<file path="config.mk">
export PLATFORM = sky130hd
export DESIGN_NAME = slot_b_afe_config_regs
export DESIGN_NICKNAME = d
export VERILOG_FILES = /design/src/include/slot_b_afe_pkg.sv /design/src/rtl/slot_b_afe_config_regs.sv
export VERILOG_INCLUDE_DIRS = /design/src /design/src/include
export SDC_FILE = /design/constraint.sdc
export NUM_CORES = 1
export LEC_CHECK = 0
export ABC_AREA = 1
export BUFFER_PORTS_ARGS = -buffer_cell sky130_fd_sc_hd__buf_2
export CAP_MARGIN = 10
export CELL_PAD_IN_SITES_DETAIL_PLACEMENT = 0
export CELL_PAD_IN_SITES_GLOBAL_PLACEMENT = 1
export CORE_MARGIN = 4
export CORE_UTILIZATION = 36
export DETAILED_ROUTE_END_ITERATION = 7
export PLACE_DENSITY = 0.88
export SETUP_SLACK_MARGIN = 0.4
export SLEW_MARGIN = 20
export SYNTH_ARGS = -nofsm -noshare
export SYNTH_HDL_FRONTEND = slang
export SYNTH_SLANG_ARGS = --single-unit
</file>
<file path="constraint.sdc">
create_clock -name core_clk -period 1.7 [get_ports core_clk]
set_input_delay 0.085 -clock core_clk [delete_from_list [all_inputs] [get_ports core_clk]]
set_output_delay 0.085 -clock core_clk [all_outputs]
set_load 0.005 [all_outputs]
</file>
<file path="src/include/slot_b_afe_defs.svh">
// offsets, field positions, reset values and path codes of the slot b afe bank
`ifndef SLOT_B_AFE_DEFS_SVH
`define SLOT_B_AFE_DEFS_SVH

// ****************************************
// register offsets
// ****************************************
`define AMP_SET_ADDR 8'h44
`define PATH_SEL_ADDR 8'h45

// ****************************************
// field positions of the amplifier settings word
// ****************************************
`define AMP_SET_WIDTH 10
`define INT_GAIN_MSB 9
`define INT_GAIN_LSB 8
`define INT_BUF_BIT 7
`define IND_EN_BIT 6
`define VREF_MSB 5
`define VREF_LSB 4
`define RSVD_MSB 3
`define RSVD_LSB 2
`define AMP_GAIN_MSB 1
`define AMP_GAIN_LSB 0

// ****************************************
// reset values and codes
// ****************************************
`define AMP_SET_RESET 10'h038
`define INT_GAIN_RESET 2'h0
`define INT_BUF_RESET 1'h0
`define IND_EN_RESET 1'h0
`define VREF_RESET 2'h3
`define RSVD_RESET 2'h2
`define AMP_GAIN_RESET 2'h0
`define PATH_SEL_RESET 16'hada5
`define PATH_CODE_FULL 16'hada5
`define PATH_CODE_BUF 16'hae65
`define PATH_CODE_DIRECT 16'hb065
`define INT_GAIN_REDUCED 2'h2
`define COMPANION_BUF_BIT 7

`endif

</file>
<file path="src/include/slot_b_afe_pkg.sv">
// types shared by the slot b afe configuration bank
package slot_b_afe_pkg;

   // ****************************************
   // register access request
   // ****************************************
   typedef struct packed {
      logic [7:0] addr;
      logic wr;
      logic rd;
      logic [15:0] wdata;
   } reg_req_s;

   // ****************************************
   // decoded path mode
   // ****************************************
   typedef enum logic [1:0] {
      PATH_FULL_ANALOG = 2'b00,
      PATH_AMP_ADC_BUF = 2'b01,
      PATH_AMP_ADC_DIRECT = 2'b10,
      PATH_RESERVED = 2'b11
   } path_mode_e;

   // ****************************************
   // controls toward the analog front end
   // ****************************************
   typedef struct packed {
      logic [1:0] second_slot_integrator_gain;
      logic second_slot_integrator_buffer_select;
      logic buffer_gain_reduced;
      logic second_slot_per_channel_gain_enable;
      logic [1:0] second_slot_amplifier_reference;
      logic [3:0][1:0] channel_gain;
      path_mode_e path_mode;
   } afe_ctrl_s;

endpackage

</file>
<file path="src/rtl/slot_b_afe_config_regs.sv">
// slot b analog front end configuration register bank
//
// Behaviour
// - integrator gain bits 9:8 pick 400k, 200k or 100k resistor in normal mode.
// - as buffer in amp-to-adc mode, codes 00/01 give gain 1.0, 10 gives 0.7.
// - bit 7 turns integrator into buffer; resets to 0.
// - bit 6 enables per-channel gains; channels 2-4 come from register 0x55.
// - reference bits 5:4 select 1.14/1.01/0.90/1.27 V; resets to 3.
// - amplifier gain bits 1:0 select 200k/100k/50k/25k; resets to 0.
// - gain field drives all four channels unless per-channel enable is set.
// - path register at 0x45 resets to 0xada5, the full analog path.
// - 0xb065 means amp-to-adc mode; used only with buffer bit clear.
`timescale 1ns/10ps
`include "slot_b_afe_defs.svh"

module slot_b_afe_config_regs (
   // clock and reset
   input wire logic core_clk,
   input wire logic rst_b,
   // register access from the serial control port
   input wire slot_b_afe_pkg::reg_req_s reg_req,
   output logic [15:0] reg_rdata,
   // gains of channels 2 to 4 and companion buffer enable
   input wire logic [5:0] ext_channel_gain,
   input wire logic [15:0] companion_cfg,
   // front end controls and status
   output slot_b_afe_pkg::afe_ctrl_s afe_ctrl,
   output logic path_misconfig
);
   import slot_b_afe_pkg::*;

   // ****************************************
   // decode helpers
   // ****************************************
   function automatic path_mode_e decode_path(input logic [15:0] code);
      path_mode_e m;
      m = PATH_RESERVED;
      if (code == `PATH_CODE_FULL) begin
         m = PATH_FULL_ANALOG;
      end else if (code == `PATH_CODE_BUF) begin
         m = PATH_AMP_ADC_BUF;
      end else if (code == `PATH_CODE_DIRECT) begin
         m = PATH_AMP_ADC_DIRECT;
      end
      return m;
   endfunction

   function automatic logic hit(input logic [7:0] a, input logic [7:0] b);
      return a == b;
   endfunction

   // ****************************************
   // storage
   // ****************************************
   logic amp_wr;
   logic path_wr;
   logic [1:0] int_gain_reg;
   logic int_buf_reg;
   logic ind_en_reg;
   logic [1:0] vref_reg;
   logic [1:0] rsvd_reg;
   logic [1:0] amp_gain_reg;
   logic [15:0] path_sel_reg;
   logic [`AMP_SET_WIDTH-1:0] amp_set_word;
   logic [15:0] rdata_next;
   path_mode_e mode_next;
   logic [3:0][1:0] gain_next;
   logic reduced_next;
   logic misconfig_next;
   logic [1:0] int_gain_out_reg;
   logic int_buf_out_reg;
   logic reduced_out_reg;
   logic ind_en_out_reg;
   logic [1:0] vref_out_reg;
   logic [3:0][1:0] gain_out_reg;
   path_mode_e mode_out_reg;

   // ****************************************
   // write decode
   // ****************************************
   assign amp_wr = reg_req.wr && hit(reg_req.addr, `AMP_SET_ADDR);
   assign path_wr = reg_req.wr && hit(reg_req.addr, `PATH_SEL_ADDR);
   assign amp_set_word = {int_gain_reg, int_buf_reg, ind_en_reg, vref_reg,
      rsvd_reg, amp_gain_reg};

   // ****************************************
   // amplifier settings fields
   // ****************************************
   always_ff @(posedge core_clk or negedge rst_b) begin
      if (!rst_b) begin
         int_gain_reg <= `INT_GAIN_RESET;
      end else if (amp_wr) begin
         int_gain_reg <= reg_req.wdata[`INT_GAIN_MSB:`INT_GAIN_LSB];
      end
   end

   always_ff @(posedge core_clk or negedge rst_b) begin
      if (!rst_b) begin
         int_buf_reg <= `INT_BUF_RESET;
      end else if (amp_wr) begin
         int_buf_reg <= reg_req.wdata[`INT_BUF_BIT];
      end
   end

   always_ff @(posedge core_clk or negedge rst_b) begin
      if (!rst_b) begin
         ind_en_reg <= `IND_EN_RESET;
      end else if (amp_wr) begin
         ind_en_reg <= reg_req.wdata[`IND_EN_BIT];
      end
   end

   always_ff @(posedge core_clk or negedge rst_b) begin
      if (!rst_b) begin
         vref_reg <= `VREF_RESET;
      end else if (amp_wr) begin
         vref_reg <= reg_req.wdata[`VREF_MSB:`VREF_LSB];
      end
   end

   // reserved bits are kept as written so software can read them back
   always_ff @(posedge core_clk or negedge rst_b) begin
      if (!rst_b) begin
         rsvd_reg <= `RSVD_RESET;
      end else if (amp_wr) begin
         rsvd_reg <= reg_req.wdata[`RSVD_MSB:`RSVD_LSB];
      end
   end

   always_ff @(posedge core_clk or negedge rst_b) begin
      if (!rst_b) begin
         amp_gain_reg <= `AMP_GAIN_RESET;
      end else if (amp_wr) begin
         amp_gain_reg <= reg_req.wdata[`AMP_GAIN_MSB:`AMP_GAIN_LSB];
      end
   end

   // ****************************************
   // path select word
   // ****************************************
   always_ff @(posedge core_clk or negedge rst_b) begin
      if (!rst_b) begin
         path_sel_reg <= `PATH_SEL_RESET;
      end else if (path_wr) begin
         path_sel_reg <= reg_req.wdata;
      end
   end

   // ****************************************
   // read port
   // ****************************************
   // unmapped offsets read zero; upper mode bits live elsewhere
   always_comb begin
      rdata_next = 16'h0000;
      if (hit(reg_req.addr, `AMP_SET_ADDR)) begin
         rdata_next = {6'h00, amp_set_word};
      end else if (hit(reg_req.addr, `PATH_SEL_ADDR)) begin
         rdata_next = path_sel_reg;
      end
   end

   // a read in the cycle of a write returns the old word
   always_ff @(posedge core_clk or negedge rst_b) begin
      if (!rst_b) begin
         reg_rdata <= 16'h0000;
      end else if (reg_req.rd) begin
         reg_rdata <= rdata_next;
      end
   end

   // ****************************************
   // channel gain steering
   // ****************************************
   assign gain_next[0] = amp_gain_reg;
   genvar ch;
   generate
      for (ch = 1; ch < 4; ch++) begin : g_chan
         assign gain_next[ch] = ind_en_reg ?
            ext_channel_gain[2*ch-1 -: 2] :
            amp_gain_reg;
      end
   endgenerate

   // ****************************************
   // path decode
   // ****************************************
   assign mode_next = decode_path(path_sel_reg);

   function automatic logic gain_reduced(input logic buf_sel,
      input path_mode_e mode, input logic [1:0] gain);
      return buf_sel && (mode == PATH_AMP_ADC_BUF) &&
         (gain == `INT_GAIN_REDUCED);
   endfunction

   assign reduced_next = gain_reduced(int_buf_reg, mode_next,
      int_gain_reg);

   // ****************************************
   // front end control flops
   // ****************************************
   // registered so the analog side never sees a decode glitch
   always_ff @(posedge core_clk or negedge rst_b) begin
      if (!rst_b) begin
         int_gain_out_reg <= `INT_GAIN_RESET;
      end else begin
         int_gain_out_reg <= int_gain_reg;
      end
   end

   always_ff @(posedge core_clk or negedge rst_b) begin
      if (!rst_b) begin
         int_buf_out_reg <= `INT_BUF_RESET;
      end else begin
         int_buf_out_reg <= int_buf_reg;
      end
   end

   always_ff @(posedge core_clk or negedge rst_b) begin
      if (!rst_b) begin
         reduced_out_reg <= 1'h0;
      end else begin
         reduced_out_reg <= reduced_next;
      end
   end

   always_ff @(posedge core_clk or negedge rst_b) begin
      if (!rst_b) begin
         ind_en_out_reg <= `IND_EN_RESET;
      end else begin
         ind_en_out_reg <= ind_en_reg;
      end
   end

   always_ff @(posedge core_clk or negedge rst_b) begin
      if (!rst_b) begin
         vref_out_reg <= `VREF_RESET;
      end else begin
         vref_out_reg <= vref_reg;
      end
   end

   always_ff @(posedge core_clk or negedge rst_b) begin
      if (!rst_b) begin
         gain_out_reg <= {4{`AMP_GAIN_RESET}};
      end else begin
         gain_out_reg <= gain_next;
      end
   end

   always_ff @(posedge core_clk or negedge rst_b) begin
      if (!rst_b) begin
         mode_out_reg <= PATH_FULL_ANALOG;
      end else begin
         mode_out_reg <= mode_next;
      end
   end

   // ****************************************
   // front end control word
   // ****************************************
   // every field comes straight from its own flop
   assign afe_ctrl = '{
      second_slot_integrator_gain: int_gain_out_reg,
      second_slot_integrator_buffer_select: int_buf_out_reg,
      buffer_gain_reduced: reduced_out_reg,
      second_slot_per_channel_gain_enable: ind_en_out_reg,
      second_slot_amplifier_reference: vref_out_reg,
      channel_gain: gain_out_reg,
      path_mode: mode_out_reg
   };

   // ****************************************
   // misconfiguration status
   // ****************************************
   // flags only; the path code is still applied as written
   always_comb begin
      misconfig_next = 1'h0;
      unique case (mode_next)
         PATH_FULL_ANALOG: begin
            misconfig_next = 1'h0;
         end
         PATH_AMP_ADC_BUF: begin
            misconfig_next = !int_buf_reg ||
               !companion_cfg[`COMPANION_BUF_BIT];
         end
         PATH_AMP_ADC_DIRECT: begin
            misconfig_next = int_buf_reg;
         end
         PATH_RESERVED: begin
            misconfig_next = 1'h1;
         end
      endcase
   end

   always_ff @(posedge core_clk or negedge rst_b) begin
      if (!rst_b) begin
         path_misconfig <= 1'h0;
      end else begin
         path_misconfig <= misconfig_next;
      end
   end

endmodule

</file>
==> results of run 1 <==
==> area by class of cell <==
class | count | share of cell area [%]
clock buffers | 11 | 3.85
clock inverters | 5 | 1.54
flip-flops and latches | 60 | 44.5
inverters | 32 | 3.52
multi-input cells | 181 | 24.6
well taps | 96 | 3.52
repair buffers | 96 | 18.5
==> placed cells by master, fill, tap and decap left out, drive strengths merged <==
cell type and count:
a21oi 8, a22oi 1, buf 73, bufinv 1, clkbuf 11, clkinv 4, clkinvlp 1, dfrtp 46
dfstp 14, dlygate4sd3 23, inv 31, nand2 94, nand3 16, nand4 2, nor2 25, o21ai 33
o31ai 2
==> synthesized netlist by cell type, drive strengths merged <==
cell / count / share of area (%)
dfrtp: 46 / 45
o21ai: 33 / 6.5
dfstp: 14 / 14
nor2: 25 / 5.2
nand4: 2 / 0.49
buf: 9 / 2.8
nand2: 94 / 14
a22oi: 1 / 0.30
inv: 31 / 4.6
clkbuf: 3 / 0.44
clkinv: 1 / 0.15
nand3: 16 / 3.3
o31ai: 2 / 0.59
a21oi: 8 / 1.6
==> metal layers <==
| metal | up-vias | global-route usage (%) | routed length, um | part of all wire (%) |
|---|---|---|---|---|
| met2 | 43 | 23.5 | 2700 | 47 |
| met4 | 0 | 5.20 | 80 | 1.4 |
| met1 | 940 | 18.5 | 2680 | 47 |
| met5 | - | 0 | 0 | 0 |
| li1 | 1082 | - | - | - |
| met3 | 7 | 4.68 | 298 | 5.2 |
==> power groups by stage <==
stage	clock network (mW)	logic (mW)	registers, mW
after global placement	0	0.218	1.56
after CTS	1.23	0.265	1.54
after detailed placement	0	0.223	1.56
final	1.20	0.264	1.54
after global routing	1.32	0.300	1.54
after floorplan	0	0.101	1.55
==> critical path, stage by stage, from the launching register on <==
cell and delay, ps:
dfstp_2 510, inv_1 70, nor2_2 110, nand2_1 90, nor2_4 130, nand2_1 80
nand3_1 90, nand2_1 50
==> cells by family (layout without fill, tap and decap cells) <==
family / Yosys count / count (layout) / share of synthesized area (%)
AOI/OAI and AO/OA: 44 / 44 / 8.95
buffers and inverters: 44 / 144 / 7.96
DFF: 60 / 60 / 59.7
and+or+nand+nor: 137 / 137 / 23.4
==> what timing repair did <==
item,CTS,global route
hold endpoints to repair,36,0
hold buffers,23,0
gates resized for setup,1,4
pin swaps,0,1
endpoints found under the setup margin,1,1
==> through the flow <==
stage / instance area (sq um) / instances
floorplan: 2540 / 285
global placement: 2990 / 442
detailed placement: 2990 / 442
CTS: 3400 / 481
global route: 3410 / 481
finish: 3410 / 481
==> how the worst max path moves through the flow <==
| stage | from | endpoint | slack (ps) | cells after the start |
|---|---|---|---|---|
| 2_1_floorplan | path_sel_reg[15] | path_misconfig | 480 | 7 |
| 3_3_place_gp | path_sel_reg[15] | path_misconfig | 350 | 7 |
| 3_5_place_dp | path_sel_reg[15] | path_misconfig | 330 | 7 |
| 4_1_cts | path_sel_reg[15] | path_misconfig | 400 | 7 |
| 5_1_grt | path_sel_reg[2] | path_misconfig | 410 | 7 |
| 6_report | path_sel_reg[15] | path_misconfig | 470 | 7 |
==> qor.yml, run 1 <==
status: "finished clean"
design_power_total_mw: 3.00
syn-num-nets: 335
pwr-share-clk_pct: 40.0
start_util_pct: 37.3
die_area_sq_um: 8480
netlist-cell-type-count: 24
p_sw_share_pct: 23.7
dp_slack_ps: 335
pwr-share-seq_pct: 51.2
rr_worst_depth: 7
final.min_clock_period_ps: 1230
die_w_um: 92.1
hold_path_end: "path_misconfig"
rows: 30
r2r-start: "path_sel_reg[15]"
min_path_type: "primary input to flop"
drt-total-wl_um: 5760
place_congestion: 0.806
clkSinkCount: 60
wire_per_inst_um: 12.0
htree_levels: 3
layout-drive-gt1-share_pct: 29.6
required_ps: 1920
timing.final.max_slew_violations: 0
clk_path_buf_depth: 2
maxSlewHeadroom_pct: 67.9
antenna_found_initial: 0
multi_input_area_sq_um: 838
finalSetupTns_ps: 0
rsz0062_at_grt: "no"
grt.total_usage_pct: 14.6
finalSetupViolCount: 0
fin_util_pct: 50.0
diodes: 0
startpoint_type: "flop"
hp-start: "companion_cfg[7]"
hold_depth: 4
synthesis.area_sq_um: 2540
dr.pass1.iters: 4
cap_violations: 0
hold_violations: 0
fmax_mhz: 810
ir_drop_mv: 0.298
gr-total-overflow: 0
cp-end-kind: "flop"
die_y_um: 92.1
clk_latency_ps: 330
regArea_sq_um: 1520
synth_seq_cells: 60
setup_ws_ps: 466
worstSetupPathType: "flop to flop"
cts_tree: "done"
routed-via-count: 2072
postCtsSetupBuffers: 0
clk_pin_slew_ps: 70
synth.yosys.seq_area_share_pct: 59.7
drc: 0
synth_cells: 285
internal_power_mw: 2.29
finalCritPeriodShare_pct: 72.6
ant_nets: 0
fin_nets: 430
grt_pass1_wl_um: 9810
drtIter0Drc: 128
regToRegSetupSlack_ps: 470
core_area_sq_um: 6830
p_comb_share_pct: 8.8
grt_max_degree: 41
io_buffers: 68
skew_ps: 7.12
p_leak_nw: 1.79
postSynthAreaPerCell_sq_um: 8.93
worst-path-max-fanout: 5
tightest_slew_ps: 481
dpl.hpwl_um: 4190
cellPowerDensity_nw_per_um2: 879
syn2layout_area_growth_pct: 34.2
worst_r2r_endpoint: "path_misconfig"
pin_count: 84
viasPerCell: 4.31
p_sw_mw: 0.710
num-fill-cells: 672
hold_slack_ps: 40.3
grt_pass1_vias: 2055
critPathArrivalTime_ps: 1460
cts_buffers: 9
yosysWarnings: 0
cts-root-buf: "clkbuf_8"
Note: power is estimated with default switching activity, not from simulation.
==> run 2: changes to the inputs <==
Clock period 1.7 ns to 1.2 ns, I/O delays scaled along.
==> run 2 against run 1 <==
  * Sequential power rose by 42%
  * Wire length is 23% higher
  * Largest cell class unchanged
  * The run now ends with negative setup slack left
  * First-iteration DRC count decreased by 7.0%
==> qor.yml, run 2 (synthesis gave the netlist of run 1 again) <==
die_w_um: 92.1  # unchanged
core_area_sq_um: 6830  # unchanged
place_congestion: 0.844  # +4.8%
status: "complete, but fails checks"
worst_r2r_endpoint: "path_misconfig"
wire_per_inst_um: 13.7  # +14%
timing.final.max_slew_violations: 0  # unchanged
required_ps: 1430  # -490 ps
die_area_sq_um: 8480  # unchanged
hold_path_end: "path_misconfig"
design_area_sq_um: 4080  # +20%
clk_path_buf_depth: 2  # unchanged
finalCritPeriodShare_pct: 108  # +35 points
layout_common_cells: "67 x nand2_1, 66 x buf_2, 44 x dfrtp_1"
startpoint_type: "flop"
critPathArrivalTime_ps: 1520  # +60 ps
drc: 0  # unchanged
cap_violations: 0  # unchanged
finalSetupViolCount: 3  # +3
layout-drive-gt1-share_pct: 52.5  # +23 points
worst-path-max-fanout: 3  # -2
start_util_pct: 37.3  # unchanged
p_leak_nw: 2.07  # +16%
drt-total-wl_um: 7100  # +23%
path_common_cell: "nand2_1"
dp_slack_ps: -32.6  # -367 ps
cts_buffers: 9  # unchanged
ant_nets: 0  # unchanged
fin_util_pct: 59.8  # +9.8 points
dpl.hpwl_um: 4380  # +4.6%
tightest_slew_ps: 349  # -132 ps
hold_depth: 4  # unchanged
clk_latency_ps: 330  # about the same
cp-end-kind: "flop"
violations: "negative setup slack"
hold_slack_ps: 24.9  # -15.5 ps
grt_pass1_wl_um: 10700  # +9.2%
rr_worst_depth: 5  # -2
dr.pass1.iters: 4  # unchanged
cts_tree: "done"
place_inst: 453  # +2.5%
setup.worst_path.start: "path_sel_reg[11]"
fmax_mhz: 771  # -4.8%
cts-root-buf: "clkbuf_8"
path_cells: "nand4_1 > nor2_2 > nand2_1 > nand3_1 > nand2_1"
pin_count: 84  # unchanged
mostFrequentLayoutCell: "nand2_1"
slowest_delay_ps: 550  # +40 ps
grt_pass1_vias: 2355  # +15%
hold_violations: 0  # unchanged
ir_drop_mv: 0.531  # +78%
rsz0062_at_grt: "yes"
setup_ws_ps: -96.2  # -562 ps
hp-start: "companion_cfg[7]"
maxSlewHeadroom_pct: 76.7  # +8.8 points
final.min_clock_period_ps: 1300  # +62.1 ps
fin_nets: 468  # +8.8%
grt.total_usage_pct: 15.9  # +1.3 points
r2r-start: "path_sel_reg[11]"
regToRegSetupSlack_ps: -100  # -560 ps
antenna_found_initial: 0  # unchanged
rows: 30  # unchanged
grt_max_degree: 61  # +49%
clkSinkCount: 60  # unchanged
routed-via-count: 2351  # +13%
finalSetupTns_ps: -143  # -143 ps
diodes: 0  # unchanged
cp_slowest_cell: "dfstp_2"
gr-total-overflow: 0  # unchanged
htree_levels: 3  # unchanged
worstSetupPathType: "flop to flop"
num-fill-cells: 592  # -12%
place_area_sq_um: 3170  # +6.0%
drtIter0Drc: 119  # -7.0%
fin_cells: 519  # +7.9%
syn2layout_area_growth_pct: 60.4
die_y_um: 92.1  # unchanged
io_buffers: 68  # unchanged
clk_pin_slew_ps: 70  # about the same
skew_ps: 4.10  # -3.02 ps
min_path_type: "primary input to flop"
cellPowerDensity_nw_per_um2: 1140  # +30%
design_power_total_mw: 4.67  # +56%
viasPerCell: 4.53  # +5.2%
-- run 2: changes by cell type in the layout (fill, tap and decap cells not counted), sizes merged --
cell    before  now
buf         73  108
bufinv       1    2
clkinv       4    6
inv         31   30
nor2        25   26
-- run 2: cell type report --
type	count	area, sq um	share of cell area [%]
clock inverters	7	91.3	2.24
flip-flops and latches	60	1520	37.3
multi-input cells	182	1070	26.2
well taps	96	120	2.94
clock buffers	9	124	3.03
inverters	32	160	3.92
repair buffers	133	996	24.4
-- run 2: repair_timing --
item,CTS,global route
endpoints found under the setup margin,67,77
setup buffers,11,12
cloned,1,3
pin swaps,11,25
hold endpoints to repair,81,0
hold buffers,23,0
resized for setup,25,57
-- run 2: worst max-delay path by stage --
| stage | slack (ps) | to |
|---|---|---|
| floorplan | 40 | path_misconfig |
| global placement | -1 | path_misconfig |
| detailed placement | -30 | path_misconfig |
| CTS | 20 | path_misconfig |
| global route | -180 | path_misconfig |
| finish | -100 | path_misconfig |
-- run 2: critical path, delay by kind of cell, from the launching register on --
kind             cells  cell delay (ps)
flip-flops           1              550
AND/OR/NAND/NOR      5              650
-- run 2: power by group --
| group | internal [mW] | switching, mW | total (mW) |
|---|---|---|---|
| clock | 1.16 | 0.805 | 1.96 |
| combinational | 0.249 | 0.277 | 0.527 |
| sequential | 2.13 | 0.0548 | 2.18 |
| total | 3.54 | 1.14 | 4.67 |
-- run 2: layer usage --
layer	vias up	share of wire (%)	global-route usage (%)
met3	11	4.6	4.02
li1	1163	-	-
met2	59	50	27.4
met5	-	0	0
met4	0	1.8	5.32
met1	1118	43	19.5
